[src/shared/srpc_pkg.sv]
// shared constants and types for the system reset and power control block
package srpc_pkg;

  // register byte offsets on the core i/o space
  localparam logic [7:0] SRPC_OFS_CAUSE = 8'h54;
  localparam logic [7:0] SRPC_OFS_VCTRL = 8'h55;
  localparam logic [7:0] SRPC_OFS_GATE = 8'h64;

  // register reset values
  localparam logic [7:0] SRPC_RST_CAUSE = 8'h00;
  localparam logic [7:0] SRPC_RST_VCTRL = 8'h00;
  localparam logic [7:0] SRPC_RST_GATE = 8'h00;
  localparam logic [7:0] SRPC_RD_ZERO = 8'h00;

  // vector control field positions
  localparam int SRPC_VC_UNLOCK_BIT = 0;
  localparam int SRPC_VC_SELECT_BIT = 1;

  // reset cause field positions
  localparam int SRPC_CAUSE_POR_BIT = 0;
  localparam int SRPC_CAUSE_PIN_BIT = 1;
  localparam int SRPC_CAUSE_BOD_BIT = 2;
  localparam int SRPC_CAUSE_WDT_BIT = 3;
  localparam int SRPC_CAUSE_W = 4;

  // peripheral clock gate field positions
  localparam int SRPC_GATE_CONVERTER = 0;
  localparam int SRPC_GATE_SERIAL_0 = 1;
  localparam int SRPC_GATE_SPI_0 = 2;
  localparam int SRPC_GATE_TIMER_1 = 3;
  localparam int SRPC_GATE_SERIAL_1 = 4;
  localparam int SRPC_GATE_TIMER_0 = 5;
  localparam int SRPC_GATE_TIMER_2 = 6;
  localparam int SRPC_GATE_TWO_WIRE_0 = 7;
  localparam int SRPC_GATE_W = 8;

  // vector change unlock window in core clock cycles
  localparam logic [2:0] SRPC_UNLOCK_CYCLES = 3'h4;
  localparam logic [2:0] SRPC_UNLOCK_LAST = 3'h1;

  // reset stretch counter and fuse index widths
  localparam int SRPC_DLY_W = 16;
  localparam int SRPC_SUT_W = 2;
  localparam int SRPC_CLOCK_SELECT_FUSES_W = 4;
  localparam int SRPC_FUSE_W = SRPC_SUT_W + SRPC_CLOCK_SELECT_FUSES_W;
  localparam int SRPC_FUSE_N = 1 << SRPC_FUSE_W;
  localparam logic [SRPC_DLY_W-1:0] SRPC_DLY_DEFAULT = 16'h0400;

  // vector change sequence states, gray along idle-open-trail
  typedef enum logic [1:0] {
    SRPC_VC_IDLE = 2'b00,
    SRPC_VC_OPEN = 2'b01,
    SRPC_VC_TRAIL = 2'b11
  } srpc_vc_state_t;

  // synchronised reset sources
  typedef struct packed {
    logic wdt_tog;
    logic bod_low;
    logic pin_n;
    logic por;
  } srpc_src_t;

  // synchronised fuse settings
  typedef struct packed {
    logic pin_dis;
    logic bod_en;
    logic wdt_mode;
    logic [SRPC_SUT_W-1:0] startup_time_fuses;
    logic [SRPC_CLOCK_SELECT_FUSES_W-1:0] clock_select_fuses;
  } srpc_fuse_t;

endpackage

[src/logic/srpc_sync.sv]
// two-stage synchroniser for pin and cross-domain inputs
`timescale 1ns/1ps
module srpc_sync
  import srpc_pkg::*;
#(
  parameter int W = 1,
  parameter logic [W-1:0] RST_VAL = '0
)
(
  input wire logic mclk_in,
  input wire logic reset_in,
  input wire logic [W-1:0] async_in,
  output logic [W-1:0] sync_out
);

  logic [W-1:0] meta_r;

  // first stage feeds only the second; reset to each input's idle level
  always_ff @(posedge mclk_in)
  begin
    if (reset_in)
    begin
      meta_r <= RST_VAL;
      sync_out <= RST_VAL;
    end
    else
    begin
      meta_r <= async_in;
      sync_out <= meta_r;
    end
  end

endmodule

[src/logic/srpc_stretch.sv]
// reset stretch counter with asynchronous assertion of the system reset
`timescale 1ns/1ps
module srpc_stretch
  import srpc_pkg::*;
#(
  parameter int CW = SRPC_DLY_W
)
(
  input wire logic mclk_in,
  input wire logic reset_in,
  input wire logic async_src_in,
  input wire logic hold_in,
  input wire logic [CW-1:0] load_val_in,
  output logic sys_reset_out,
  output logic release_out
);

  logic [CW-1:0] cnt_r;
  logic [CW-1:0] cnt_nxt;
  logic reset_nxt;
  logic cnt_live;

  // counter reloads while any source holds, then runs down
  assign cnt_live = (cnt_r > CW'(1));
  assign cnt_nxt = hold_in ? load_val_in :
                   (cnt_r != '0) ? cnt_r - CW'(1) : cnt_r;
  assign reset_nxt = hold_in | cnt_live;

  // counter state
  always_ff @(posedge mclk_in)
  begin
    if (reset_in)
      cnt_r <= '0;
    else
      cnt_r <= cnt_nxt;
  end

  // set with no clock so ports fall back at once on a source
  always_ff @(posedge mclk_in or posedge async_src_in)
  begin
    if (async_src_in)
    begin
      sys_reset_out <= 1'b1;
      release_out <= 1'b0;
    end
    else
    begin
      sys_reset_out <= reset_nxt;
      release_out <= sys_reset_out & ~reset_nxt;
    end
  end

endmodule

[src/logic/srpc_top.sv]
// system reset, vector relocation guard and peripheral clock gating
`timescale 1ns/1ps
module srpc_top
  import srpc_pkg::*;
#(
  parameter logic [SRPC_DLY_W-1:0] DLY_TABLE [SRPC_FUSE_N] =
    '{default: SRPC_DLY_DEFAULT}
)
(
  input wire logic mclk_in,
  input wire logic reset_in,
  input wire logic por_in,
  input wire logic reset_pin_n_in,
  input wire logic wdt_timeout_tog_in,
  input wire logic brownout_low_in,
  input wire logic wdt_reset_mode_in,
  input wire logic brownout_enable_in,
  input wire logic pin_reset_disable_fuse_in,
  input wire logic [SRPC_SUT_W-1:0] startup_time_fuses_in,
  input wire logic [SRPC_CLOCK_SELECT_FUSES_W-1:0] clock_select_fuses_in,
  input wire logic [7:0] io_addr_in,
  input wire logic [7:0] io_wdata_in,
  input wire logic io_wr_in,
  input wire logic io_rd_in,
  input wire logic insn_done_in,
  input wire logic exec_in_boot_in,
  input wire logic app_section_lock_bit_in,
  input wire logic boot_section_lock_bit_in,
  input wire logic timer2_async_clock_select_in,
  output logic [7:0] io_rdata_out,
  output logic sys_reset_out,
  output logic core_start_out,
  output logic irq_block_out,
  output logic vector_base_select_out,
  output logic [SRPC_GATE_W-1:0] periph_clk_en_out,
  output logic comparator_mux_deny_out
);

  // address match, shared by the read and write decoders
  function automatic logic reg_hit(input logic [7:0] addr,
                                   input logic [7:0] ofs);
    reg_hit = (addr == ofs);
  endfunction

  srpc_src_t src_s;
  srpc_fuse_t fuse_s;
  logic pin_src_raw;
  logic bod_src_raw;
  logic async_src;
  logic wdt_tog_d_r;
  logic wdt_pulse_r;
  logic wdt_edge;
  logic pin_src_s;
  logic bod_src_s;
  logic hold;
  logic [SRPC_FUSE_W-1:0] fuse_idx;
  logic [SRPC_DLY_W-1:0] dly_load;
  logic stretch_reset;
  logic stretch_release;
  logic regs_reset;

  // pin only counts when its disable fuse is clear
  assign pin_src_raw = ~reset_pin_n_in & ~pin_reset_disable_fuse_in;
  // brown-out counts only when the detector is enabled
  assign bod_src_raw = brownout_low_in & brownout_enable_in;
  // raw sources assert reset with no clock edge
  assign async_src = por_in | pin_src_raw | bod_src_raw;

  // source and fuse pins cross in first; pin idles high, else reset looks like a pin low
  localparam srpc_src_t SRC_IDLE = '{1'b0, 1'b0, 1'b1, 1'b0};
  srpc_sync #(
    .W($bits(srpc_src_t) + $bits(srpc_fuse_t)),
    .RST_VAL({SRC_IDLE, srpc_fuse_t'('0)})
  ) u_sync (
    .mclk_in(mclk_in),
    .reset_in(reset_in),
    .async_in({wdt_timeout_tog_in, brownout_low_in, reset_pin_n_in,
               por_in, pin_reset_disable_fuse_in, brownout_enable_in,
               wdt_reset_mode_in, startup_time_fuses_in,
               clock_select_fuses_in}),
    .sync_out({src_s, fuse_s})
  );

  // watchdog time-out arrives as a toggle from its own oscillator
  assign wdt_edge = (src_s.wdt_tog ^ wdt_tog_d_r) & fuse_s.wdt_mode;
  assign pin_src_s = ~src_s.pin_n & ~fuse_s.pin_dis;
  assign bod_src_s = src_s.bod_low & fuse_s.bod_en;

  always_ff @(posedge mclk_in)
  begin
    if (reset_in)
    begin
      wdt_tog_d_r <= 1'b0;
      wdt_pulse_r <= 1'b0;
    end
    else
    begin
      wdt_tog_d_r <= src_s.wdt_tog;
      wdt_pulse_r <= wdt_edge;
    end
  end

  // all four sources combined into the stretch hold
  assign hold = src_s.por | pin_src_s | bod_src_s | wdt_pulse_r;

  // stretch length looked up from the fuse-indexed parameter
  assign fuse_idx = {fuse_s.startup_time_fuses, fuse_s.clock_select_fuses};
  // count chosen by start-up time and clock select fuses
  assign dly_load = DLY_TABLE[fuse_idx];

  // assertion is immediate for por, pin and brown-out, only release is counted
  srpc_stretch #(
    .CW(SRPC_DLY_W)
  ) u_stretch (
    .mclk_in(mclk_in),
    .reset_in(reset_in),
    .async_src_in(async_src),
    .hold_in(hold),
    .load_val_in(dly_load),
    .sys_reset_out(stretch_reset),
    .release_out(stretch_release)
  );

  // pin low resets at once; count runs once it rises
  assign sys_reset_out = stretch_reset;
  // core fetches the reset vector on this release pulse
  assign core_start_out = stretch_release;
  // internal reset returns the vector guard and clock gate registers to their initial values; cause flags are kept
  assign regs_reset = reset_in | stretch_reset;

  // register bus decode
  logic wr_cause;
  logic wr_vctrl;
  logic wr_gate;
  logic rd_cause;
  logic rd_vctrl;
  logic rd_gate;

  assign wr_cause = io_wr_in & reg_hit(io_addr_in, SRPC_OFS_CAUSE);
  assign wr_vctrl = io_wr_in & reg_hit(io_addr_in, SRPC_OFS_VCTRL);
  assign wr_gate = io_wr_in & reg_hit(io_addr_in, SRPC_OFS_GATE);
  assign rd_cause = io_rd_in & reg_hit(io_addr_in, SRPC_OFS_CAUSE);
  assign rd_vctrl = io_rd_in & reg_hit(io_addr_in, SRPC_OFS_VCTRL);
  assign rd_gate = io_rd_in & reg_hit(io_addr_in, SRPC_OFS_GATE);

  // reset cause flags; they must outlive the reset they record
  logic [SRPC_CAUSE_W-1:0] cause_r;
  logic [SRPC_CAUSE_W-1:0] cause_set;
  logic [SRPC_CAUSE_W-1:0] cause_clr;
  logic [SRPC_CAUSE_W-1:0] cause_nxt;

  assign cause_set[SRPC_CAUSE_POR_BIT] = src_s.por;
  assign cause_set[SRPC_CAUSE_PIN_BIT] = pin_src_s;
  assign cause_set[SRPC_CAUSE_BOD_BIT] = bod_src_s;
  assign cause_set[SRPC_CAUSE_WDT_BIT] = wdt_pulse_r;
  assign cause_clr = wr_cause ? ~io_wdata_in[SRPC_CAUSE_W-1:0] : '0;

  // set wins over a zero write; power-on wipes the other flags
  assign cause_nxt = src_s.por ?
    (SRPC_CAUSE_W'(1) << SRPC_CAUSE_POR_BIT) :
    ((cause_r & ~cause_clr) | cause_set);

  always_ff @(posedge mclk_in)
  begin
    if (reset_in)
      cause_r <= SRPC_RST_CAUSE[SRPC_CAUSE_W-1:0];
    else
      cause_r <= cause_nxt;
  end

  // vector relocation sequence
  srpc_vc_state_t vc_state_r;
  srpc_vc_state_t vc_state_nxt;
  logic [2:0] vc_cnt_r;
  logic [2:0] vc_cnt_nxt;
  logic select_r;
  logic select_nxt;
  logic unlock_wr;
  logic select_wr;

  // a select write only counts inside the open window
  assign unlock_wr = wr_vctrl & io_wdata_in[SRPC_VC_UNLOCK_BIT];
  assign select_wr = wr_vctrl & ~io_wdata_in[SRPC_VC_UNLOCK_BIT] &
                     (vc_state_r == SRPC_VC_OPEN);
  assign select_nxt = select_wr ? io_wdata_in[SRPC_VC_SELECT_BIT] : select_r;

  // unlock opens a four-cycle window for the select write
  always_comb
  begin
    vc_state_nxt = vc_state_r;
    vc_cnt_nxt = vc_cnt_r;
    unique case (vc_state_r)
      SRPC_VC_IDLE:
      begin
        if (unlock_wr)
        begin
          vc_state_nxt = SRPC_VC_OPEN;
          vc_cnt_nxt = SRPC_UNLOCK_CYCLES;
        end
      end
      SRPC_VC_OPEN:
      begin
        // select write closes the window early
        if (unlock_wr)
          vc_cnt_nxt = SRPC_UNLOCK_CYCLES;
        else if (select_wr)
          vc_state_nxt = SRPC_VC_TRAIL;
        // window expires after exactly four cycles
        else if (vc_cnt_r == SRPC_UNLOCK_LAST)
          vc_state_nxt = SRPC_VC_IDLE;
        else
          vc_cnt_nxt = vc_cnt_r - 3'h1;
      end
      SRPC_VC_TRAIL:
      begin
        // mask lasts until the following instruction retires
        if (unlock_wr)
        begin
          vc_state_nxt = SRPC_VC_OPEN;
          vc_cnt_nxt = SRPC_UNLOCK_CYCLES;
        end
        else if (insn_done_in)
          vc_state_nxt = SRPC_VC_IDLE;
      end
      default:
        vc_state_nxt = SRPC_VC_IDLE;
    endcase
  end

  always_ff @(posedge mclk_in)
  begin
    if (regs_reset)
    begin
      vc_state_r <= SRPC_VC_IDLE;
      vc_cnt_r <= '0;
      select_r <= SRPC_RST_VCTRL[SRPC_VC_SELECT_BIT];
    end
    else
    begin
      vc_state_r <= vc_state_nxt;
      vc_cnt_r <= vc_cnt_nxt;
      select_r <= select_nxt;
    end
  end

  // interrupt blocking
  logic lock_block;
  logic irq_block_nxt;

  // lock bits keep interrupts out of the other section
  assign lock_block = select_nxt ?
    (app_section_lock_bit_in & ~exec_in_boot_in) :
    (boot_section_lock_bit_in & exec_in_boot_in);
  // separate mask line; the core status flag stays untouched
  assign irq_block_nxt = (vc_state_nxt != SRPC_VC_IDLE) | lock_block;

  always_ff @(posedge mclk_in)
  begin
    if (regs_reset)
    begin
      irq_block_out <= 1'b0;
      vector_base_select_out <= SRPC_RST_VCTRL[SRPC_VC_SELECT_BIT];
    end
    else
    begin
      irq_block_out <= irq_block_nxt;
      vector_base_select_out <= select_nxt;
    end
  end

  // peripheral clock gate register
  logic [SRPC_GATE_W-1:0] gate_r;
  logic [SRPC_GATE_W-1:0] gate_nxt;
  logic [SRPC_GATE_W-1:0] gate_eff;

  assign gate_nxt = wr_gate ? io_wdata_in : gate_r;

  // timer 2 gate ignored while it runs from its own crystal
  assign gate_eff = gate_nxt &
    ~(SRPC_GATE_W'(timer2_async_clock_select_in) << SRPC_GATE_TIMER_2);

  // one clock enable per gate bit
  // clock stop only; timers keep their state and resume
  always_ff @(posedge mclk_in)
  begin
    if (regs_reset)
    begin
      gate_r <= SRPC_RST_GATE;
      periph_clk_en_out <= ~SRPC_RST_GATE;
      comparator_mux_deny_out <= SRPC_RST_GATE[SRPC_GATE_CONVERTER];
    end
    else
    begin
      gate_r <= gate_nxt;
      periph_clk_en_out <= ~gate_eff;
      // gated converter withholds its input multiplexer
      comparator_mux_deny_out <= gate_nxt[SRPC_GATE_CONVERTER];
    end
  end

  // read data, registered; unmapped addresses read zero
  logic [7:0] rdata_nxt;
  logic vc_unlocked;

  assign vc_unlocked = (vc_state_r == SRPC_VC_OPEN);
  assign rdata_nxt =
    rd_cause ? {{(8 - SRPC_CAUSE_W){1'b0}}, cause_r} :
    rd_vctrl ? {6'h00, select_r, vc_unlocked} :
    rd_gate ? gate_r : SRPC_RD_ZERO;

  always_ff @(posedge mclk_in)
  begin
    if (reset_in)
      io_rdata_out <= SRPC_RD_ZERO;
    else
      io_rdata_out <= rdata_nxt;
  end

endmodule

[config.mk]
export PLATFORM = sky130hd
export DESIGN_NAME = srpc_top
export DESIGN_NICKNAME = d
export VERILOG_FILES = /design/src/shared/srpc_pkg.sv /design/src/logic/srpc_sync.sv /design/src/logic/srpc_stretch.sv /design/src/logic/srpc_top.sv
export SDC_FILE = /design/constraint.sdc
export NUM_CORES = 1
export LEC_CHECK = 0
export BUFFER_PORTS_ARGS = -buffer_cell sky130_fd_sc_hd__buf_2
export CORE_UTILIZATION = 50
export CTS_CLUSTER_DIAMETER = 40
export DETAILED_ROUTE_END_ITERATION = 8
export MAX_ROUTING_LAYER = met4
export PLACE_DENSITY = 0.75
export SYNTH_ARGS = -nofsm -noshare
export SYNTH_HDL_FRONTEND = slang
export SYNTH_HIERARCHICAL = 1
export SYNTH_SLANG_ARGS = --single-unit
[constraint.sdc]
create_clock -name mclk_in -period 1.75 [get_ports mclk_in]
set_input_delay 0.2625 -clock mclk_in [delete_from_list [all_inputs] [get_ports mclk_in]]
set_output_delay 0.2625 -clock mclk_in [all_outputs]
set_load 0.05 [all_outputs]
Yosys cells after proc, flatten, opt, wreduce, memory -nomap -nowiden
Memory sizes are Yosys's and may differ from the RTL's.
Index checks and enable logic that the tools add are counted.
Widths: inputs -> output; s select.
{ "totals": {"input_bits": 38, "mem_bits_ro": 1024, "n_memories": 1, "output_inout_bits": 21, "register_bits": 82, "wordCells": 107} }
{ "classes": {"n_bitwise": 42, "add_sub_neg": 2, "eq_ne": 9, "n_mux": 24, "reduce_logical": 9, "order_cmp": 2} }
{ "mem_list": {"columns": ["name", "depth", "width", "rd", "rd_clocked_by_memory_dff", "write_ports", "line", "rtl"], "rows": [
  ["(name not given)", 64, 16, 1, 0, 0, "srpc_top.sv:109", "assign dly_load = DLY_TABLE[fuse_idx];"]
]} }
{ "ops": {"columns": ["op", "n"], "rows": [
  ["$mux 16", 4],
  ["$eq 8x7->1 const B", 3],
  ["$and 1x1->1", 17],
  ["$gt 16x1->1 const B", 1],
  ["$mux 4", 4],
  ["$reduce_bool 16->1", 1],
  ["$sub 16x1->16 const B", 1],
  ["$mux 2", 6],
  ["$mux 3", 4],
  ["$and 8x8->8", 1],
  ["$mux 8", 1],
  ["$not 1->1", 8],
  ["$not 4->4", 2],
  ["$not 7->8", 1],
  ["$not 8->8", 1],
  ["$or 1x1->1", 8],
  ["$ge 7x7->1 const B", 1],
  ["$not 6->7", 1],
  ["$ne 3x3->1 const B", 2],
  ["$pmux 2 s3", 1],
  ["$pmux 3 s2", 1],
  ["$reduce_bool 2->1", 3],
  ["$and 4x4->4", 1],
  ["$or 4x4->4", 1],
  ["11 further kinds", 14]
]} }

Logic depth before layout (Yosys ltp)
Gate-level depths: netlist (run 1).
{ "depth": {"ltp_word": 9, "ltp_mapped": 7, "mapped_depth_nobuf": 7} }

By module
The synthesis (run 1) kept the hierarchy.
{ "by_module_without_submodules": {"columns": ["mod", "cells_each", "n_inst", "area_per_inst_um2", "seq_area_each_um2"], "rows": [
  ["srpc_top", 161, 1, 1524.0, 740.7],
  ["srpc_stretch", 130, 1, 1088.5, 371.6],
  ["srpc_sync", 54, 1, 701.9, 520.5]
]} }

Worst setup path after synthesis (run 1)
No wires, ideal clock.
{ "synth_path": {"path_kind": "reg-to-reg", "startpoint": "register u_stretch.sys_reset_out", "endpoint": "register irq_block_out", "path_slack_ps": -25, "path_stages_with_launch": 7, "n_path_buf": 1, "arrival_time_ps": 1640, "setup_ps": 134, "period_less_slack_ps": 1775, "required_time_ps": 1616, "cell_sequence": "dfstp_2 > or2_1 > buf_2 > nor2_1 > nand3_1 > o22ai_1 > or4_1"} }
{ "synth_between": {"elab_chain_cells": 1} }
{ "synth_rtl": {"columns": ["item", "line", "rtl"], "rows": [
  ["start, declared", "srpc_stretch.sv:14", "output logic sys_reset_out,"],
  ["start signal, assigned", "srpc_stretch.sv:48", "sys_reset_out <= reset_nxt;"],
  ["$or 1x1->1", "srpc_top.sv:129", "assign regs_reset = reset_in | stretch_reset;"],
  ["end signal, assigned", "srpc_top.sv:266", "irq_block_out <= irq_block_nxt;"],
  ["end, declared", "srpc_top.sv:33", "output logic irq_block_out,"]
]} }
Every way passes these cells.
A chain may end at the register's enable or synchronous reset.

Final worst setup path (run 1)
{ "layout_path": {"startpoint": "register vc_state_r[0]", "endpoint": "register irq_block_out"} }
{ "layout_between": {"elab_chain_cells": 7, "elab_cells_between_ends": 15, "cone_classes": "2 x eq/ne; 9 x mux; 2 x bitwise; 2 x reduce/logical"} }
{ "layout_rtl": {"columns": ["item", "line", "rtl"], "rows": [
  ["start, declared", "srpc_top.sv:172", "srpc_vc_state_t vc_state_r;"],
  ["start signal, assigned", "srpc_top.sv:240", "vc_state_r <= vc_state_nxt;"],
  ["$eq 2x1->1", "srpc_top.sv:184, srpc_top.sv:192", null],
  ["$and 1x1->1", "srpc_top.sv:183", "assign select_wr = wr_vctrl & ~io_wdata_in[SRPC_VC_UNLOCK_BIT] &"],
  ["$mux 2", "srpc_top.sv:206", "else if (select_wr)"],
  ["$mux 2", "srpc_top.sv:204", "if (unlock_wr)"],
  ["$pmux 2 s3", "srpc_top.sv:192", "unique case (vc_state_r)"],
  ["$reduce_bool 2->1", "srpc_top.sv:255", "assign irq_block_nxt = (vc_state_nxt != SRPC_VC_IDLE) | lock_block;"],
  ["$or 1x1->1 *", "srpc_top.sv:255", null]
]} }
Mark *: on every way between the ends. The rest lies on a longest branch, timed or not.

==> flow_summary.yaml, run 1 <==
cts:
  root_buffer: "clkbuf_8"
  h-tree-depth: 3
  max-clock-path-buffers: 2
  cts_sinks: 69
  cts_tree: "yes"
  cts.clk_slew.worst_paths_ns: 0.08
  insertion_delay_ns: 0.34
  cts-buffers-inserted: 9
critical_path:
  crit_required_ns: 1.98
  critical_path.endpoint: "irq_block_out$_SDFF_PP0_"
  crit_path_end_kind: "flop"
  critPathLaunch: "vc_state_r[0]$_SDFF_PP0_"
  r2r_start: "vc_state_r[0]$_SDFF_PP0_"
  worstReg2RegEnd: "irq_block_out$_SDFF_PP0_"
  crit_type: "flop to flop"
  ff2ff_path_depth: 6
  cp.arrival_ns: 1.90
  r2r_slack_ns: 0.07
  startpoint_type: "flop"
  crit_fanout: 3
timing:
  worst_slack_ns: 0.0733
  period_needed_ns: 1.68
  slew_viol_final: 0
  maxSlewHeadroom_pct: 62.3
  worst_pin_slew_ns: 0.557
  fin_skew_ns: 0.00462
  max_freq_mhz: 596
  post-route-period-util_pct: 95.8
  setup_viol: 0
  finalHoldViolations: 0
outcome:
  status: "finished, final reports clean"
routing:
  ant_nets: 0
  finalWirelength_um: 6520
  first_pass_iters: 4
  vias_per_cell: 5.23
  drt_iter0_drc: 97
  num_vias: 2593
  wl_per_cell_um: 13.1
  drc: 0
die:
  die_w_um: 79.4
  die_h_um: 79.4
  core_area_um2: 5640
  rows: 27
  initial_utilization_pct: 53.1
  ios: 59
  die-area_um2: 6310
layout:
  final_cells: 496
  final_common_cell: "dfxtp_1"
  fill_cells: 453
  antenna_cells: 0
  seq_area_um2: 1400
  areaGrowthSynthToFinish_pct: 27.5
  layout_common_cells: "dfxtp_1, buf_2, buf_4"
  multi_input_area_um2: 1530
  fin_nets: 466
  drive_above_1_share_pct: 29.7
placed_design:
  dp_cells: 477
  place_worst_setup_slack_ns: -0.00760
  io_buffer_count: 52
  dp_hpwl_um: 4630
  gp_congestion: 0.839
grt:
  grt_max_degree: 22
  first_global_vias: 2448
  grt_pass1_wl_um: 10900
  overflow: 0
  grt_usage_pct: 23.2
  antenna_found_initial: 0
synthesis:
  syn_area_um2: 3000
  synthesis.instances: 321
  yosys_warnings: 6
  avgSynthCellArea_um2: 9.34
power:
  power_density_nw_per_um2: 1080
  leakagePower_nw: 1.71
  ir_drop_uv: 962
job:
  maxCapViolCount: 0
min_path:
  hp-class: "input pin to async pin"
[report_power, final]
group / total, mW / switching, mW / leakage (nW) / internal, mW
clock network: 1.30 / 0.630 / 0.0935 / 0.671
registers: 1.78 / 0.101 / 0.572 / 1.68
logic: 1.05 / 0.543 / 1.04 / 0.505
total: 4.13 / 1.27 / 1.71 / 2.86
[flip-flops by register name, indices dropped and copies added (netlist names), 2 cells and up]
register	cells
vc_state_r	2
cause_r	4
vc_cnt_r	3
u_sync/meta_r	7
gate_r	8
periph_clk_en_out	8
io_rdata_out	8
u_stretch/cnt_r	16
u_sync/sync_out	7
[routing by layer]
metal / global-route usage, % / wire length (um) / share of wire, %
met1: 28.1 / 2990 / 46
met2: 37.1 / 3180 / 49
met3: 4.57 / 269 / 4.1
met4: 11.3 / 82 / 1.3
met5: - / 0 / 0
[final cells by class]
cell class,count,share of cell area (%)
flip-flops and latches,69,36.5
inverters,24,2.36
clock buffers,10,3.34
well taps,72,2.36
clock inverters,6,1.87
repair buffers,85,13.5
multi-input cells,230,40.1
[per-stage QoR]
step | hold WS (ns) | cell area (um^2) | setup TNS, ns | total power, mW | util, %
after global routing | 0.0264 | 3820 | -0.00507 | 4.36 | 67.7
after CTS | 0.00558 | 3770 | 0 | 4.11 | 66.8
after global placement | 0.347 | 3560 | 0 | 2.78 | 63.1
after floorplan | 0.225 | 3060 | 0 | 2.45 | -
final | 0.0205 | 3820 | 0 | 4.13 | 67.7
after detailed placement | 0.355 | 3560 | -0.00760 | 2.80 | 63.1
[critical path: stages (launching register included)]
cell,delay (ns)
dfxtp_2,0.36
inv_1,0.07
ha_1,0.23
a21oi_2,0.14
a31oi_1,0.10
o21a_1,0.18
or4_1,0.48
[timing repair]
item                                    CTS  global route
pin swaps                                 0             4
gates cloned                              0             1
endpoints found under the hold margin     1             0
endpoints found under the setup margin    1            12
hold buffers                              1             0
buffers inserted                          0             1
gates resized for setup                   1            11
[worst min path at each step]
stage | to | slack [ns] | cells past startpoint
2_1_floorplan | u_stretch/release_out$_DFF_PP0_ | 0.23 | 2
3_3_place_gp | u_stretch/release_out$_DFF_PP0_ | 0.35 | 3
3_5_place_dp | u_stretch/release_out$_DFF_PP0_ | 0.36 | 3
4_1_cts | u_stretch/release_out$_DFF_PP0_ | 0.006 | 3
5_1_grt | u_stretch/release_out$_DFF_PP0_ | 0.03 | 3
6_report | u_stretch/release_out$_DFF_PP0_ | 0.02 | 3
Power figures use the tool's default switching activity.
==> inputs of run 2 (changes only) <==
GPL_TIMING_DRIVEN = 0   (was not set)
HOLD_SLACK_MARGIN = 0.08   (was not set)
==> run 2 against run 1 <==
Sequential share of layout area increased by 0.30 points. Maximum frequency decreased by 3.6%. Cell area decreased by 0.46%. Clock skew about the same. Die area unchanged. Critical endpoint is now u_stretch/cnt_r[12]$_SDFFE_PP0P_. Non-clock buffer count decreased by 12. Worst setup slack got worse by 0.063 ns. Sequential power increased by 3%. Utilization decreased by 0.31 points.
==> flow_summary.yaml, run 2 (synthesis results as in run 1) <==
job:
  maxCapViolCount: 0
power:
  p_switching_mw: 1.29
  clkPwrFrac_pct: 31.4
  power_density_nw_per_um2: 1090
  p_comb_share_pct: 24.4
  ir_drop_uv: 893
  p_int_mw: 2.86
  leakagePower_nw: 1.66
  p_total_mw: 4.15
  swShare_pct: 31.2
  p_seq_share_pct: 44.2
timing:
  post-route-period-util_pct: 99.4
  setup_viol: 0
  fin_skew_ns: 0.00493
  holdWs_ns: 0.0999
  maxSlewHeadroom_pct: 61.0
  rsz0062_at_grt: "true"
  max_freq_mhz: 575
  worst_pin_slew_ns: 0.577
  finalHoldViolations: 0
  slew_viol_final: 0
  period_needed_ns: 1.74
routing:
  drt_iter0_drc: 142
  wl_met1_um: 2910
  dr.max_layer_used: "met4"
  ant_nets: 0
  num_vias: 2569
  finalWirelength_um: 6730
  vias_per_cell: 5.31
  first_pass_iters: 4
  wl_per_cell_um: 13.9
  drc: 0
  dr_wl_met3_um: 458
  wl_met2_um: 3150
critical_path:
  crit_type: "flop to flop"
  crit_required_ns: 2.00
  crit_fanout: 6
  crit_chain: "inv_1, ha_4, nor3b_4, buf_4, nand3_1, xor2_1, a211oi_1"
  cp.arrival_ns: 1.99
  r2r_slack_ns: 0.01
  startpoint_type: "flop"
  path_buf_inv: 2
  slowest_stage: "dfxtp_2"
  worst_path_largest_cell_delay_ns: 0.36
  cp_top_family: "flip-flops"
  crit_path_end_kind: "flop"
placed_design:
  gp_congestion: 0.807
  io_buffer_count: 51
  dp_hpwl_um: 4510
grt:
  overflow: 0
  grt_usage_pct: 23.1
  grt_max_degree: 15
  first_global_vias: 2432
  antenna_found_initial: 0
  grt_pass1_wl_um: 10800
die:
  core_area_um2: 5640
  die_w_um: 79.4
  rows: 27
  ios: 59
  die-area_um2: 6310
  initial_utilization_pct: 53.1
  die_h_um: 79.4
outcome:
  status: "finished, final reports clean"
layout:
  regMostFlops: "u_stretch/cnt_r"
  seq_area_um2: 1400
  drive_above_1_share_pct: 28.4
  multi_input_area_um2: 1600
  final_common_cell: "dfxtp_1"
  fill_cells: 457
  layout_common_cells: "dfxtp_1, buf_2, nor2_1"
  fin_nets: 454
  largest_reg_flops: 16
  utilization_pct: 67.4
  areaGrowthSynthToFinish_pct: 26.9
  antenna_cells: 0
cts:
  h-tree-depth: 3
  cts_tree: "yes"
  cts-buffers-inserted: 9
  cts.clk_slew.worst_paths_ns: 0.07
  insertion_delay_ns: 0.34
  max-clock-path-buffers: 2
  cts_sinks: 69
  root_buffer: "clkbuf_8"
min_path:
  hp-class: "input pin to flop"
-- run 2: cell types whose count changed in the layout (fill, tap and decap cells not counted), sizes merged --
cell         delta
clkinv          +1
inv             -2
buf            -17
clkbuf          +5
dlygate4sd3     +1
-- run 2: final timing paths --
kind	startpoint	end	depth (start not counted)
max	u_stretch/cnt_r[0]$_SDFFE_PP0P_	u_stretch/cnt_r[12]$_SDFFE_PP0P_	7
min	timer2_async_clock_select_in	periph_clk_en_out[6]$_SDFF_PP1_	2
max reg2reg	u_stretch/cnt_r[0]$_SDFFE_PP0P_	u_stretch/cnt_r[12]$_SDFFE_PP0P_	7
min reg2reg	u_sync/meta_r[10]$_SDFF_PP1_	u_sync/sync_out[10]$_SDFF_PP1_	1
max in group asynchronous	por_in	u_stretch/sys_reset_out$_DFF_PP1_	5
min in group asynchronous	brownout_enable_in	u_stretch/release_out$_DFF_PP0_	4
-- run 2: what timing repair did --
item	in CTS	in global routing
endpoints found under the hold margin	1	0
resized for setup	9	24
pin swaps	1	5
hold buffers	2	0
setup endpoints to repair	16	17
cloned	0	0
buffers inserted	5	3
-- run 2: cell type report --
cell class	count	area share, %
inverters	24	2.47
multi-input cells	230	42.0
clock inverters	5	1.58
clock buffers	11	3.72
plain buffers	12	2.20
flip-flops and latches	69	36.8
well taps	72	2.37
repair buffers	61	8.82
-- run 2: routing by layer --
layer | global-route usage (%) | vias to the layer above
met5 | - | -
met4 | 15.1 | 0
met3 | 5.37 | 19
met2 | 36.5 | 101
met1 | 26.1 | 1166
li1 | - | 1283
-- run 2: per-stage QoR --
step	cells	TNS (ns)	area [um^2]	setup WS, ns
after detailed placement	458	-2.54	3400	-0.323
final	484	0	3800	0.00979
after CTS	481	0	3700	0.00452
after floorplan	335	0	3060	0.00937
after global routing	484	-0.185	3800	-0.0934
after global placement	458	-2.50	3400	-0.326
-- run 2: power groups by stage --
stage | Sequential, mW | Combinational, mW | Clock, mW
floorplan | 1.84 | 0.606 | 0
global placement | 1.84 | 0.799 | 0
detailed placement | 1.84 | 0.812 | 0
CTS | 1.82 | 0.896 | 1.32
global route | 1.85 | 1.10 | 1.40
finish | 1.83 | 1.02 | 1.30
==> inputs of run 3 (changes only) <==
GPL_TIMING_DRIVEN = not set   (was 0)
RECOVER_POWER = 25   (was not set)
==> run 3 against run 2 <==
Via count rose by 1.0%. Utilization rose by 0.16 points. Clock power about the same. First-iteration DRC count fell by 28%. Maximum frequency is 3.8% higher. Sequential share of layout area fell by 0.22 points. Clock skew is 0.00052 ns lower. Cell count is 2.7% higher. Combinational power hardly changed. Die area unchanged. Worst setup slack better by 0.063 ns. Register-to-register slack improved by 0.06 ns. Highest routed layer unchanged.
==> flow_summary.yaml, run 3 (synthesis results as in run 1) <==
grt:
  antenna_found_initial: 0
  grt_max_degree: 22
  grt_pass1_wl_um: 10900
  overflow: 0
  grt_usage_pct: 23.2
  first_global_vias: 2448
routing:
  first_pass_iters: 4
  drt_iter0_drc: 102
  ant_nets: 0
  finalWirelength_um: 6570
  num_vias: 2595
  vias_per_cell: 5.22
  wl_per_cell_um: 13.2
  drc: 0
die:
  rows: 27
  die-area_um2: 6310
  initial_utilization_pct: 53.1
  core_area_um2: 5640
  die_h_um: 79.4
  die_w_um: 79.4
  ios: 59
timing:
  max_freq_mhz: 596
  final.setup.tns_ns: 0
  maxSlewHeadroom_pct: 55.9
  worst_pin_slew_ns: 0.661
  finalHoldViolations: 0
  fin_skew_ns: 0.00441
  post-route-period-util_pct: 95.8
  period_needed_ns: 1.68
  slew_viol_final: 0
  setup_viol: 0
placed_design:
  io_buffer_count: 52
  dp_hpwl_um: 4630
  postPlaceCellArea_um2: 3560
  gp_congestion: 0.839
critical_path:
  startpoint_type: "flop"
  crit_path_end_kind: "flop"
  crit_required_ns: 1.98
  cp.arrival_ns: 1.90
  crit_fanout: 3
  crit_type: "flop to flop"
power:
  p_switching_mw: 1.28
  p_int_mw: 2.86
  swShare_pct: 30.9
  p_seq_share_pct: 43.1
  p_comb_share_pct: 25.4
  p_total_mw: 4.13
  ir_drop_uv: 961
  leakagePower_nw: 1.69
  clkPwrFrac_pct: 31.5
  power_density_nw_per_um2: 1080
cts:
  insertion_delay_ns: 0.34
  h-tree-depth: 3
  max-clock-path-buffers: 2
  cts_tree: "yes"
  cts_sinks: 69
  cts-buffers-inserted: 9
  root_buffer: "clkbuf_8"
  cts.clk_slew.worst_paths_ns: 0.08
layout:
  layout_common_cells: "dfxtp_1, buf_2, nor2_1, buf_4, nand2_1"
  areaGrowthSynthToFinish_pct: 27.2
  largest_reg_flops: 16
  drive_above_1_share_pct: 28.0
  regMostFlops: "u_stretch/cnt_r"
  fin_nets: 467
  antenna_cells: 0
  final_common_cell: "dfxtp_1"
  fin_area_um2: 3810
min_path:
  hp-class: "input pin to flop"
job:
  maxCapViolCount: 0
outcome:
  status: "finished, final reports clean"
==> run 3: cell type report <==
class                   instances  area, um^2
clock inverters                 6        71.3
multi-input cells             230        1530
inverters                      24        90.1
flip-flops and latches         69        1400
repair buffers                 86         513
fillers                       460        1830
clock buffers                  10         128
well taps                      72        90.1
==> run 3: what timing repair did <==
action                     CTS  global route
hold buffers                 2             0
gates cloned                 0             1
setup buffers                0             1
resized for setup            1            11
hold endpoints to repair     1             0
pin swaps                    0             4
setup endpoints to repair    1            12
==> run 3: per-layer routing <==
metal  global-route usage, %  routed length, um
met1                    28.1               2990
met2                    37.3               3180
met3                    4.46                305
met4                    10.9                 95
met5                       -                  0
==> run 3: metrics by stage <==
step                      util (%)  hold WS [ns]  std cells  setup slack, ns
final                         67.6         0.105        497           0.0732
after global routing          67.6         0.102        497          -0.0205
after CTS                     67.0        0.0937        495           0.0201
after detailed placement      63.1         0.355        477         -0.00760
after global placement        63.1         0.347        477          0.00435
after floorplan                  -         0.225        335          0.00937
==> run 3: path summary, 6_finish.rpt <==
check | from | endpoint | slack (ns) | depth (start not counted)
worst max-delay path | vc_state_r[0]$_SDFF_PP0_ | irq_block_out$_SDFF_PP0_ | 0.07 | 6
max in group asynchronous | por_in | u_stretch/sys_reset_out$_DFF_PP1_ | 0.43 | 5
worst max register to register | vc_state_r[0]$_SDFF_PP0_ | irq_block_out$_SDFF_PP0_ | 0.07 | 6
worst min register to register | u_sync/meta_r[10]$_SDFF_PP1_ | u_sync/sync_out[10]$_SDFF_PP1_ | 0.42 | 1
worst min-delay path | timer2_async_clock_select_in | periph_clk_en_out[6]$_SDFF_PP1_ | 0.10 | 2
min in group asynchronous | brownout_enable_in | u_stretch/release_out$_DFF_PP0_ | 0.58 | 4
==> run 3: worst max-delay path: stages, from the launching register on <==
cell and delay [ns]:
dfxtp_2 0.36, inv_1 0.07, ha_1 0.23, a21oi_2 0.14
a31oi_1 0.10, o21a_1 0.18, or4_1 0.48
==> run 3: power groups by stage <==
stage	Combinational, mW	Sequential, mW	Clock [mW]
after global placement	0.970	1.81	0
final	1.05	1.78	1.30
after CTS	1.00	1.78	1.33
after global routing	1.15	1.80	1.42
after floorplan	0.606	1.84	0
after detailed placement	0.990	1.81	0
